## config.mk

```make
export PLATFORM = sky130hd
export DESIGN_NAME = filter_rate_config
export DESIGN_NICKNAME = d
export VERILOG_FILES = /design/src/hdl/filter_rate_pkg.sv /design/src/hdl/filter_rate_config.sv
export SDC_FILE = /design/constraint.sdc
export NUM_CORES = 1
export LEC_CHECK = 0
export ABC_AREA = 1
export BUFFER_PORTS_ARGS = -buffer_cell sky130_fd_sc_hd__buf_4
export CAP_MARGIN = 20
export CORE_ASPECT_RATIO = 0.7
export CORE_UTILIZATION = 50
export CTS_CLUSTER_DIAMETER = 80
export DETAILED_ROUTE_END_ITERATION = 10
export PLACE_DENSITY = 0.7
export SLEW_MARGIN = 20
export SYNTH_ARGS = -nofsm -noshare
export SYNTH_HDL_FRONTEND = slang
export SYNTH_SLANG_ARGS = --single-unit
export TNS_END_PERCENT = 20
```

## constraint.sdc

```tcl
create_clock -name clk_sys -period 4.8 [get_ports clk_sys]
set_input_delay 0.24 -clock clk_sys [delete_from_list [all_inputs] [get_ports clk_sys]]
set_output_delay 0.24 -clock clk_sys [all_outputs]
set_load 0.01 [all_outputs]
```

## src/hdl/filter_rate_pkg.sv

```systemverilog
// Package for the decimation filter rate configuration block.
// Assumes a 100 MHz system clock and an AXI4-Lite master with 32-bit data.
package filter_rate_pkg;

  // Register byte offsets
  localparam logic [7:0] ModeRegOffset = 8'h00;
  localparam logic [7:0] CtrlRegOffset = 8'h04;
  localparam logic [7:0] StatRegOffset = 8'h08;
  localparam logic [7:0] CountRegOffset = 8'h0c;

  // Mode register fields
  localparam int RatePos = 0;
  localparam int RateWidth = 10;
  localparam int DualNotchPos = 10;
  localparam int SingleCyclePos = 11;
  localparam int ClkHalvePos = 12;
  localparam int OrderSelPos = 15;

  // Control register fields
  localparam int ChopPos = 0;
  localparam int FastSettlePos = 1;
  localparam int OneShotPos = 2;
  localparam int AvgDecPos = 3;
  localparam int MultiChanPos = 4;

  localparam logic [31:0] ModeRegReset = 32'h0000_0060;
  localparam logic [31:0] CtrlRegReset = 32'h0000_0000;

  localparam int FrameDivide = 1024;
  localparam logic [2:0] OrderFour = 3'h4;
  localparam logic [2:0] OrderThree = 3'h3;

  localparam logic [1:0] RespOkay = 2'h0;
  localparam logic [1:0] RespSlvErr = 2'h2;

  typedef struct packed {
    logic clkHalve;
    logic singleCycle;
    logic dualMainsNotch;
    logic orderSelect;
    logic chop;
    logic fastSettle;
    logic oneShot;
    logic avgDecimate;
    logic multiChan;
    logic [RateWidth-1:0] rateCode;
  } filter_cfg_t;

  typedef enum logic [1:0] {
    WrIdle,
    WrResp
  } wr_state_t;

endpackage

```

## src/hdl/filter_rate_config.sv

```systemverilog
// Function
// - Halving bit divides master clock by two
// - Single-cycle bit gives settled result per period
// - Ignore single-cycle with multichannel or one-shot
// - Averaging needs chopping for single-cycle effect
// - Dual notch bit adds 60 Hz notch
// - Rate is clock over 1024 over code
// - No chop: first notch equals data rate
// - Chop: divide also by sinc order
// - Chop: first notch is order times rate
// - Chop notches at odd multiples half rate
// - Order four by default, three when selected
//
// Holds the mode and control registers of the decimation filter and times
// each result from the master clock; assumes an AXI4-Lite master on clk_sys.
module filter_rate_config
  import filter_rate_pkg::*;
#(
  parameter int CountWidth = 24
) (
  input wire logic clk_sys,
  input wire logic rst_n,
  input wire logic [7:0] awaddr,
  input wire logic awvalid,
  output logic awready,
  input wire logic [31:0] wdata,
  input wire logic [3:0] wstrb,
  input wire logic wvalid,
  output logic wready,
  output logic [1:0] bresp,
  output logic bvalid,
  input wire logic bready,
  input wire logic [7:0] araddr,
  input wire logic arvalid,
  output logic arready,
  output logic [31:0] rdata,
  output logic [1:0] rresp,
  output logic rvalid,
  input wire logic rready,
  output logic convTick,
  output logic settledResult,
  output logic singleCycleActive,
  output logic dualNotchActive,
  output logic [2:0] sincOrder
);

  //////////////////////////////////////////////////////////////////////////////
  // Register bus

  logic [31:0] modeReg_q;
  logic [31:0] ctrlReg_q;
  logic [7:0] awaddr_q;
  logic awHave_q;
  logic [31:0] wdata_q;
  logic [3:0] wstrb_q;
  logic wHave_q;
  wr_state_t wrState_q;
  logic [1:0] bresp_q;
  logic rvalid_q;
  logic [31:0] rdata_q;
  logic [1:0] rresp_q;

  // Write channel handshake
  wire logic awTake = awvalid && !awHave_q && wrState_q == WrIdle;
  wire logic wTake = wvalid && !wHave_q && wrState_q == WrIdle;
  wire logic wrFire = awHave_q && wHave_q;
  wire logic wrMode = awaddr_q == ModeRegOffset;
  wire logic wrCtrl = awaddr_q == CtrlRegOffset;
  wire logic wrMapped = wrMode || wrCtrl ||
    awaddr_q == StatRegOffset ||
    awaddr_q == CountRegOffset;
  // A write to mode or control restarts timing and settling
  wire logic cfgWrite = wrFire && (wrMode || wrCtrl);
  logic [31:0] byteMask;

  // Byte lane masks
  for (genvar i = 0; i < 4; i++) begin : g_byteMask
    assign byteMask[i*8 +: 8] = {8{wstrb_q[i]}};
  end

  // Merged write words
  wire logic [31:0] modeMerged = (modeReg_q & ~byteMask) | (wdata_q & byteMask);
  wire logic [31:0] ctrlMerged = (ctrlReg_q & ~byteMask) | (wdata_q & byteMask);

  assign awready = !awHave_q && wrState_q == WrIdle;
  assign wready = !wHave_q && wrState_q == WrIdle;
  assign bvalid = wrState_q == WrResp;
  assign bresp = bresp_q;

  // Address channel capture
  always_ff @(posedge clk_sys or negedge rst_n) begin
    if (!rst_n) begin
      awHave_q <= 1'b0;
      awaddr_q <= 8'h00;
    end else if (awTake) begin
      awHave_q <= 1'b1;
      awaddr_q <= {awaddr[7:2], 2'b00};
    end else if (wrFire) begin
      awHave_q <= 1'b0;
    end
  end

  // Data channel capture
  always_ff @(posedge clk_sys or negedge rst_n) begin
    if (!rst_n) begin
      wHave_q <= 1'b0;
      wdata_q <= 32'h0000_0000;
      wstrb_q <= 4'h0;
    end else if (wTake) begin
      wHave_q <= 1'b1;
      wdata_q <= wdata;
      wstrb_q <= wstrb;
    end else if (wrFire) begin
      wHave_q <= 1'b0;
    end
  end

  // Write response sequencing
  always_ff @(posedge clk_sys or negedge rst_n) begin
    if (!rst_n) begin
      wrState_q <= WrIdle;
      bresp_q <= RespOkay;
    end else begin
      case (wrState_q)
        WrIdle: begin
          if (wrFire) begin
            wrState_q <= WrResp;
            bresp_q <= wrMapped ? RespOkay : RespSlvErr;
          end
        end
        WrResp: begin
          if (bready) begin
            wrState_q <= WrIdle;
          end
        end
        default: begin
          wrState_q <= WrIdle;
        end
      endcase
    end
  end

  // Mode register
  always_ff @(posedge clk_sys or negedge rst_n) begin
    if (!rst_n) begin
      modeReg_q <= ModeRegReset;
    end else if (wrFire && wrMode) begin
      modeReg_q <= modeMerged;
    end
  end

  // Control register
  always_ff @(posedge clk_sys or negedge rst_n) begin
    if (!rst_n) begin
      ctrlReg_q <= CtrlRegReset;
    end else if (wrFire && wrCtrl) begin
      ctrlReg_q <= ctrlMerged;
    end
  end

  //////////////////////////////////////////////////////////////////////////////
  // Read channel

  logic [CountWidth-1:0] periodCnt_q;
  logic [31:0] statusWord;
  logic [31:0] countWord;
  // Address decode
  wire logic [7:0] arAligned = {araddr[7:2], 2'b00};
  wire logic rdMode = arAligned == ModeRegOffset;
  wire logic rdCtrl = arAligned == CtrlRegOffset;
  wire logic rdStat = arAligned == StatRegOffset;
  wire logic rdCount = arAligned == CountRegOffset;
  wire logic rdMapped = rdMode || rdCtrl || rdStat || rdCount;
  wire logic [31:0] rdMux = rdMode ? modeReg_q :
    rdCtrl ? ctrlReg_q :
    rdStat ? statusWord :
    rdCount ? countWord : 32'h0000_0000;

  assign arready = !rvalid_q;
  assign rvalid = rvalid_q;
  assign rdata = rdata_q;
  assign rresp = rresp_q;

  // Read answer, held until taken
  always_ff @(posedge clk_sys or negedge rst_n) begin
    if (!rst_n) begin
      rvalid_q <= 1'b0;
      rdata_q <= 32'h0000_0000;
      rresp_q <= RespOkay;
    end else if (arvalid && !rvalid_q) begin
      rvalid_q <= 1'b1;
      rdata_q <= rdMux;
      rresp_q <= rdMapped ? RespOkay : RespSlvErr;
    end else if (rvalid_q && rready) begin
      rvalid_q <= 1'b0;
    end
  end

  //////////////////////////////////////////////////////////////////////////////
  // Filter configuration

  filter_cfg_t cfg;
  assign cfg.clkHalve = modeReg_q[ClkHalvePos];
  assign cfg.singleCycle = modeReg_q[SingleCyclePos];
  assign cfg.dualMainsNotch = modeReg_q[DualNotchPos];
  assign cfg.orderSelect = modeReg_q[OrderSelPos];
  assign cfg.rateCode = modeReg_q[RatePos +: RateWidth];
  assign cfg.chop = ctrlReg_q[ChopPos];
  assign cfg.fastSettle = ctrlReg_q[FastSettlePos];
  assign cfg.oneShot = ctrlReg_q[OneShotPos];
  assign cfg.avgDecimate = ctrlReg_q[AvgDecPos];
  assign cfg.multiChan = ctrlReg_q[MultiChanPos];

  // Order four unless the order select bit is set
  assign sincOrder = cfg.orderSelect ? OrderThree : OrderFour;

  // Single-cycle settling only counts when no exception applies
  assign singleCycleActive = cfg.singleCycle && !cfg.multiChan && !cfg.oneShot &&
    (!cfg.avgDecimate || cfg.chop);

  // 60 Hz notch added; notch position itself is the analog filter's concern
  assign dualNotchActive = cfg.dualMainsNotch;

  //////////////////////////////////////////////////////////////////////////////
  // Conversion timing

  logic halfPhase_q;
  logic convTick_q;
  logic settled_q;
  logic [2:0] fillCnt_q;
  wire logic [CountWidth-1:0] rateExt = CountWidth'(cfg.rateCode);
  wire logic [CountWidth-1:0] frameBase = CountWidth'(rateExt * CountWidth'(FrameDivide));
  // With chopping the period grows by the sinc order, so notch is order x rate
  wire logic [CountWidth-1:0] framePeriod = cfg.chop ?
    CountWidth'(frameBase * CountWidth'(sincOrder)) : frameBase;
  // Halved master clock advances the count every other cycle
  wire logic mclkEn = cfg.clkHalve ? halfPhase_q : 1'b1;
  wire logic frameEnd = mclkEn && periodCnt_q + 1'b1 >= framePeriod;
  // Pipeline fill equals the order unless single-cycle settling is active
  wire logic [2:0] fillNeed = singleCycleActive ? 3'h1 : sincOrder;
  wire logic [2:0] fillNext = fillCnt_q + 3'h1;
  wire logic fillFull = fillNext >= fillNeed;

  // Halving phase
  always_ff @(posedge clk_sys or negedge rst_n) begin
    if (!rst_n) begin
      halfPhase_q <= 1'b0;
    end else begin
      halfPhase_q <= cfg.clkHalve ? !halfPhase_q : 1'b0;
    end
  end

  // Result tick, dropped when a reconfiguration restarts the count
  always_ff @(posedge clk_sys or negedge rst_n) begin
    if (!rst_n) begin
      convTick_q <= 1'b0;
    end else begin
      convTick_q <= frameEnd && !cfgWrite;
    end
  end

  // Period counter
  always_ff @(posedge clk_sys or negedge rst_n) begin
    if (!rst_n) begin
      periodCnt_q <= '0;
    end else if (cfgWrite || frameEnd) begin
      periodCnt_q <= '0;
    end else if (mclkEn) begin
      periodCnt_q <= periodCnt_q + 1'b1;
    end
  end

  // Settling tracker
  always_ff @(posedge clk_sys or negedge rst_n) begin
    if (!rst_n) begin
      fillCnt_q <= 3'h0;
      settled_q <= 1'b0;
    end else if (cfgWrite) begin
      fillCnt_q <= 3'h0;
      settled_q <= 1'b0;
    end else if (frameEnd) begin
      fillCnt_q <= fillFull ? fillNeed : fillNext;
      settled_q <= fillFull;
    end
  end

  assign convTick = convTick_q;
  assign settledResult = convTick_q && settled_q;
  assign statusWord = {
    24'h000000,
    1'b0,
    sincOrder,
    1'b0,
    dualNotchActive,
    singleCycleActive,
    settled_q
  };
  assign countWord = 32'(periodCnt_q);

endmodule

```

Word level (Yosys, flattened, before mapping)
Cells that the tools add are included.

storage, ports and cells
  flip-flop bits (word level) = 177
  input bits = 59
  output and inout bits = 48
  word-level logic and storage cells = 107

cells by class
  add/sub/neg operators = 2
  multipliers = 1
  order comparisons = 2
  eq/ne operators = 9
  muxes and demuxes = 26
  bitwise gates (word level) = 6
  reduce and logical (&&, ||, !) cells = 44

operators by type and width
  cell                                                                    count
  32-bit bitwise AND                                                      3
  24-bit two-way mux                                                      4
  32-bit two-way mux                                                      2
  32-bit bitwise OR                                                       2
  32-bit inverter                                                         1
  24-bit by 1-bit adder with 24-bit output (second input constant)        1
  6-bit by 2-bit equality test with 1-bit output (second input constant)  4
  24-bit by 23-bit >= comparator with 1-bit output                        1
  23-bit two-way mux                                                      1
  1-bit logical AND                                                       18
  8-bit logical NOT                                                       2
  3-bit two-way mux                                                       5
  10-bit by 3-bit multiplier with 13-bit output                           1
  6-bit by 1-bit equality test with 1-bit output (second input constant)  2
  2-bit nonzero test                                                      5
  1-bit two-way mux                                                       9
  1-bit logical NOT                                                       8
  1-bit logical OR                                                        8
  2-bit two-way mux                                                       4
  2-bit case mux with 2 select lines                                      1
  2-bit AND reduction                                                     2
  3-bit by 1-bit adder with 3-bit output (second input constant)          1
  3-bit >= comparator                                                     1
  2-bit by 1-bit equality test with 1-bit output (second input constant)  1
  3 further kinds                                                         3

Longest topological paths before layout
Gate-level depths: netlist of run 1.

  depth in word-level cells = 9
  depth in mapped cells = 34
  gate-level depth less buffers = 31

Worst setup path before layout of run 1
No wires, ideal clock.

  path kind = reg2reg
  from = reg with a tool-made name
  to = reg periodCnt_q[9]
  setup time = 0.066 ns
  data arrival time = 3.904 ns
  required time = 4.734 ns
  slack = 0.830 ns
  cell stages (with the launch flop) = 34
  buffers on the path = 3
  clock period less this slack = 3.970 ns
  cells stage by stage = dfrtp_1 clkbuf_1 buf_1 o21ai_0 ha_1 ha_1 fa_1 nand2_1 inv_1 nor2_1 o21bai_1 nand2_1 nand2_1 a21oi_1 or2_2 nand3_1 o21ai_0 ha_1 nand2_1 inv_1 nand2_1 nand2_1 nand2_1 nand2_1 nand2_1 nand2_1 nor2_1 nand2_1 inv_2 nand2_4 nand2_8 buf_12 nand3_2 nand2_1

RTL lines
  what                    line                       text
  end signal: assignment  filter_rate_config.sv:269  periodCnt_q <= periodCnt_q + 1'b1;
  end: declaration        filter_rate_config.sv:164  logic [CountWidth-1:0] periodCnt_q;

==> results of run 1 <==
## kinds of logic (layout without fill, tap and decap cells)
group	Yosys count	in the layout	share of synthesized area [%]
compound gates	225	225	13.6
xor+xnor	13	13	1.24
fa+ha+maj	38	38	5.26
buf+inv	183	274	8.07
flops	174	174	47.5
mux	12	12	1.43
other cells	1	2	0.0409
simple gates	473	473	22.9
## worst max path at each step
stage,from,endpoint,slack [ns],depth (start not counted)
finish,flop,periodCnt_q[19],0.59,31
global route,flop,periodCnt_q[19],0.18,31
CTS,flop,periodCnt_q[19],0.49,31
detailed placement,flop,periodCnt_q[19],0.52,31
global placement,flop,periodCnt_q[21],0.55,27
floorplan,flop,periodCnt_q[9],0.83,33
## layer usage
metal	vias to the layer above	global-route usage, %
met4	0	5.37
met5	-	0
met3	18	5.12
met1	3668	40.3
li1	3800	-
met2	231	36.8
## per-stage QoR
stage          instances  power, uW  util (%)  setup slack [ns]  cell area (um^2)
2_1_floorplan       1120       3540         -             0.830              9180
3_3_place_gp        1411       3920      55.8             0.551             10100
3_5_place_dp        1412       3970      55.9             0.515             10100
4_1_cts             1447       5340      59.3             0.486             10700
5_1_grt             1447       5690      59.3             0.181             10700
6_report            1447       5330      59.3             0.593             10700
## power breakdown
group | internal, uW | switching (uW)
clock | 703 | 654
sequential | 1850 | 254
combinational | 643 | 1230
## cell usage after synthesis (3+ instances only)
cell        n
inv_1     126
buf_2       5
nand3_2    20
clkbuf_1   41
o22ai_1     3
nand4_1    15
ha_1       37
nand2_1   261
o21ai_1    17
nand3_1    29
dfrtp_1   172
a22oi_1     9
nand2_2     6
buf_4       4
xor2_1     12
a31oi_1     3
mux2i_1     3
nor2_4      3
nor2_1    113
nor3_1      5
a21oi_1    67
o21ai_0   101
a221oi_1   19
nor2_2     10
mux2_2      9
## timing repair
item | CTS | global route
endpoints found under the hold margin | 82 | 0
resized for setup | 0 | 1
hold buffers | 3 | 0
setup endpoints to repair | 0 | 2
setup buffers | 0 | 0
## layout make-up
class	count	share of cell area [%]
tap	236	2.77
clock inverter	14	1.31
sequential	174	40.8
multi-input combinational	763	38.3
inverter	129	4.53
clock buffer	18	4.11
timing repair buffer	113	8.12
==> out/metrics.yaml, run 1 <==
timing:
  tns_ns: 0
  slew_headroom_pct: 36.8
  holdWs_ns: 0.0271
  finalCriticalPeriod_ns: 4.21
  finalSetupViolCount: 0
  hold_viol_final: 0
  max_freq_mhz: 238
  finalCritPeriodShare_pct: 87.7
  grt_setup_unrepaired: "false"
  fin_worst_skew_ns: 0.0107
  tightest_slew_ns: 0.946
  slew_viol_final: 0
final_layout:
  synthToLayoutAreaGrowth_pct: 16.4
  multiInputGateArea_um2: 4090
  final_cell_mix: "nand2_1, dfrtp_1, inv_1"
  regArea_um2: 4360
  drive_gt1_share_pct: 16.8
  nFillCells: 1619
  num_antenna_cells: 0
  final_nets: 1295
  layout_commonest_cell: "nand2_1"
synth:
  ys_seq_area_share_pct: 47.5
  syn_inst: 1119
  synth_edf_count: 0
  synth_top_area_cell: "dfrtp_1"
  synth-main-ff-cell: "dfrtp_1"
  syn-cell-area_um2: 9180
  syn_area_per_cell_um2: 8.20
  synth.distinct_cells: 46
  synth_warnings: 0
  synthTopCellsByArea: "dfrtp_1, nand2_1, o21ai_0"
  async_reset_ff_share_pct: 100
  synth_top_area_share_pct: 46.9
  ys_ff_latch: 174
floorplan:
  die_h_um: 115
  initial_core_util_pct: 51.0
  die_area_um2: 18900
  io_pins: 107
  core_area_um2: 18000
  rows: 41
  die-width_um: 164
detailed_routing:
  wl_met2_um: 9810
  drt-wirelength-per-cell_um: 16.2
  wl_met1_um: 11900
  viasPerCell: 5.33
  met3_length_um: 1520
  drc_errors: 0
  vias: 7717
  drtIter0Drc: 759
  drt_wl_total_um: 23400
  top_layer: "met4"
  drt_pre_antenna_iters: 5
  ant_nets: 0
grt:
  track_usage_pct: 25.8
  grt_overflow: 0
  grt_pass1_wl_um: 37000
  grt_max_degree: 83
  antenna_found_initial: 0
  grt_pass1_vias: 6929
critical_path:
  path_class: "flop to flop"
  r2r_slack_ns: 0.59
  worstRegToRegCells: 31
  cp_slowest_stage_delay_ns: 0.52
  cp-end-kind: "flop"
  worst_ep_required_time_ns: 5.17
  cp.arrival_ns: 4.58
  slowest_stage: "dfrtp_2"
  crit_path_max_fanout: 28
  crit_path_start_kind: "flop"
  cp.buffers_inverters: 4
  crit_family: "simple AND/OR/NAND/NOR gates"
  r2r-end: "periodCnt_q[19]"
  crit_top_cell: "nand2_1"
clock_tree:
  cts_max_level: 4
  clockBufferDepth: 2
  path_clk_slew_ns: 0.07
  clock_sinks: 174
  cts-root-buf: "clkbuf_16"
  cts_buffers: 17
  clk_latency_ns: 0.44
  cts_tree: "done"
place:
  hpwl_um: 16700
  gp_congestion: 0.938
  numPortBuffers: 100
outcome:
  status: "finished clean"
worst_hold_path:
  holdPathEnd: "awaddr_q[6]"
  hold_path_depth: 2
  hold_class: "primary input to flop"
  min_from: "awaddr[6]"
pwr:
  p_leak_uw: 0.00544
  vdd_ir_drop_max_v: 0.000496
  powerDensity_nw_per_um2: 499
job:
  drv_cap: 0
Power figures use the tool's default switching activity.
==> run 2: changes to the inputs <==
HOLD_SLACK_MARGIN = 0.06   (was unset)
==> out/metrics.yaml, run 2 (synthesis results as in run 1) <==
outcome:
  status: "finished clean"
clock_tree:
  path_clk_slew_ns: 0.07
  cts_tree: "done"
  cts-root-buf: "clkbuf_16"
  clockBufferDepth: 2
  cts_buffers: 17
  clock_sinks: 174
  cts_max_level: 4
  cts_setup_buffers: 0
  clk_latency_ns: 0.44
worst_hold_path:
  hold_path_depth: 3
  min_from: "wdata[19]"
  hold_class: "primary input to flop"
  holdPathEnd: "wdata_q[19]"
timing:
  max_freq_mhz: 239
  tightest_slew_ns: 0.934
  fin_worst_skew_ns: 0.0105
  finalCritPeriodShare_pct: 87.2
  slew_headroom_pct: 37.6
  finalSetupViolCount: 0
  hold_viol_final: 0
  slew_viol_final: 0
  tns_ns: 0
  grt_setup_unrepaired: "false"
  finalCriticalPeriod_ns: 4.19
  holdWs_ns: 0.0758
critical_path:
  slowest_stage: "dfrtp_2"
  worstRegToRegCells: 31
  crit_family: "simple AND/OR/NAND/NOR gates"
  worst_ep_required_time_ns: 5.17
  r2r-end: "periodCnt_q[19]"
  path_class: "flop to flop"
  cp-end-kind: "flop"
  crit_top_cell: "nand2_1"
  cp.buffers_inverters: 4
  cp.arrival_ns: 4.56
  crit_path_max_fanout: 28
  r2r_slack_ns: 0.61
  crit_path_start_kind: "flop"
  cp_slowest_stage_delay_ns: 0.52
final_layout:
  final_cell_mix: "nand2_1, dfrtp_1, inv_1"
  layout_commonest_cell: "nand2_1"
  drive_gt1_share_pct: 16.4
  synthToLayoutAreaGrowth_pct: 19.9
  post-route-util_pct: 61.1
  num_antenna_cells: 0
  final_nets: 1327
detailed_routing:
  drt_wl_total_um: 23900
  vias: 7930
  ant_nets: 0
  drtIter0Drc: 734
  drt_pre_antenna_iters: 5
  drt-wirelength-per-cell_um: 16.2
  viasPerCell: 5.36
  drc_errors: 0
place:
  numPortBuffers: 100
  hpwl_um: 16700
  gp_congestion: 0.938
floorplan:
  initial_core_util_pct: 51.0
  die_area_um2: 18900
  core_area_um2: 18000
  die-width_um: 164
  rows: 41
  die_h_um: 115
  io_pins: 107
pwr:
  vdd_ir_drop_max_v: 0.000490
  p_leak_uw: 0.00558
  power_uw: 5350
  powerDensity_nw_per_um2: 487
grt:
  antenna_found_initial: 0
  grt_max_degree: 83
  track_usage_pct: 26.3
  grt_overflow: 0
  grt_pass1_wl_um: 37700
  grt_pass1_vias: 7127
job:
  drv_cap: 0
[run 2: cell types whose count changed in the layout (fill, tap and decap cells not counted), sizes merged]
cell	delta
dlygate4sd3	+32
[run 2: where the power goes]
part           internal [uW]  total (uW)  leakage, uW  switching, uW
Combinational            660        1890      0.00305           1230
Clock                    703        1360     0.000278            655
Sequential              1850        2100      0.00225            255
[run 2: metal layers]
| metal | routed length [um] | up-vias | share of wire, % | global-route usage (%) |
|---|---|---|---|---|
| li1 | - | 3863 | - | - |
| met2 | 10100 | 262 | 42 | 38.1 |
| met3 | 1550 | 21 | 6.5 | 5.12 |
| met5 | 0 | - | 0 | 0 |
| met4 | 227 | 0 | 0.95 | 5.62 |
| met1 | 12000 | 3784 | 50 | 40.5 |
[run 2: worst reg2reg max path, delay by kind of cell (launching register included)]
kind | cells | cell delay, ns
AOI/OAI and AO/OA | 3 | 0.41
DFF | 1 | 0.52
buffers and inverters | 4 | 0.37
adders and majority gates | 3 | 0.94
and+or+nand+nor | 21 | 1.87
[run 2: cell type report]
type / instances / area, um^2
multi-input combinational: 763 / 4090
timing repair buffer: 145 / 1190
inverter: 129 / 484
clock buffer: 18 / 439
sequential: 174 / 4360
fill: 1570 / 7010
clock inverter: 14 / 140
tap: 236 / 295
[run 2: how the worst max path moves through the flow]
stage	startpoint	end	slack [ns]	cells after the start
2_1_floorplan	flop	periodCnt_q[9]	0.83	33
3_3_place_gp	flop	periodCnt_q[21]	0.55	27
3_5_place_dp	flop	periodCnt_q[19]	0.52	31
4_1_cts	flop	periodCnt_q[19]	0.49	31
5_1_grt	flop	periodCnt_q[19]	0.18	31
6_report	flop	periodCnt_q[19]	0.61	31
[run 2: metrics by stage]
step | cells | instance area [um^2] | setup slack [ns]
detailed placement | 1412 | 10100 | 0.515
CTS | 1479 | 11000 | 0.486
floorplan | 1120 | 9180 | 0.830
global route | 1479 | 11000 | 0.179
finish | 1479 | 11000 | 0.615
global placement | 1411 | 10100 | 0.551
[run 2: what timing repair did]
| item | CTS | global route |
|---|---|---|
| setup endpoints to repair | 0 | 2 |
| gates resized for setup | 0 | 1 |
| hold buffers | 35 | 0 |
| endpoints found under the hold margin | 114 | 0 |
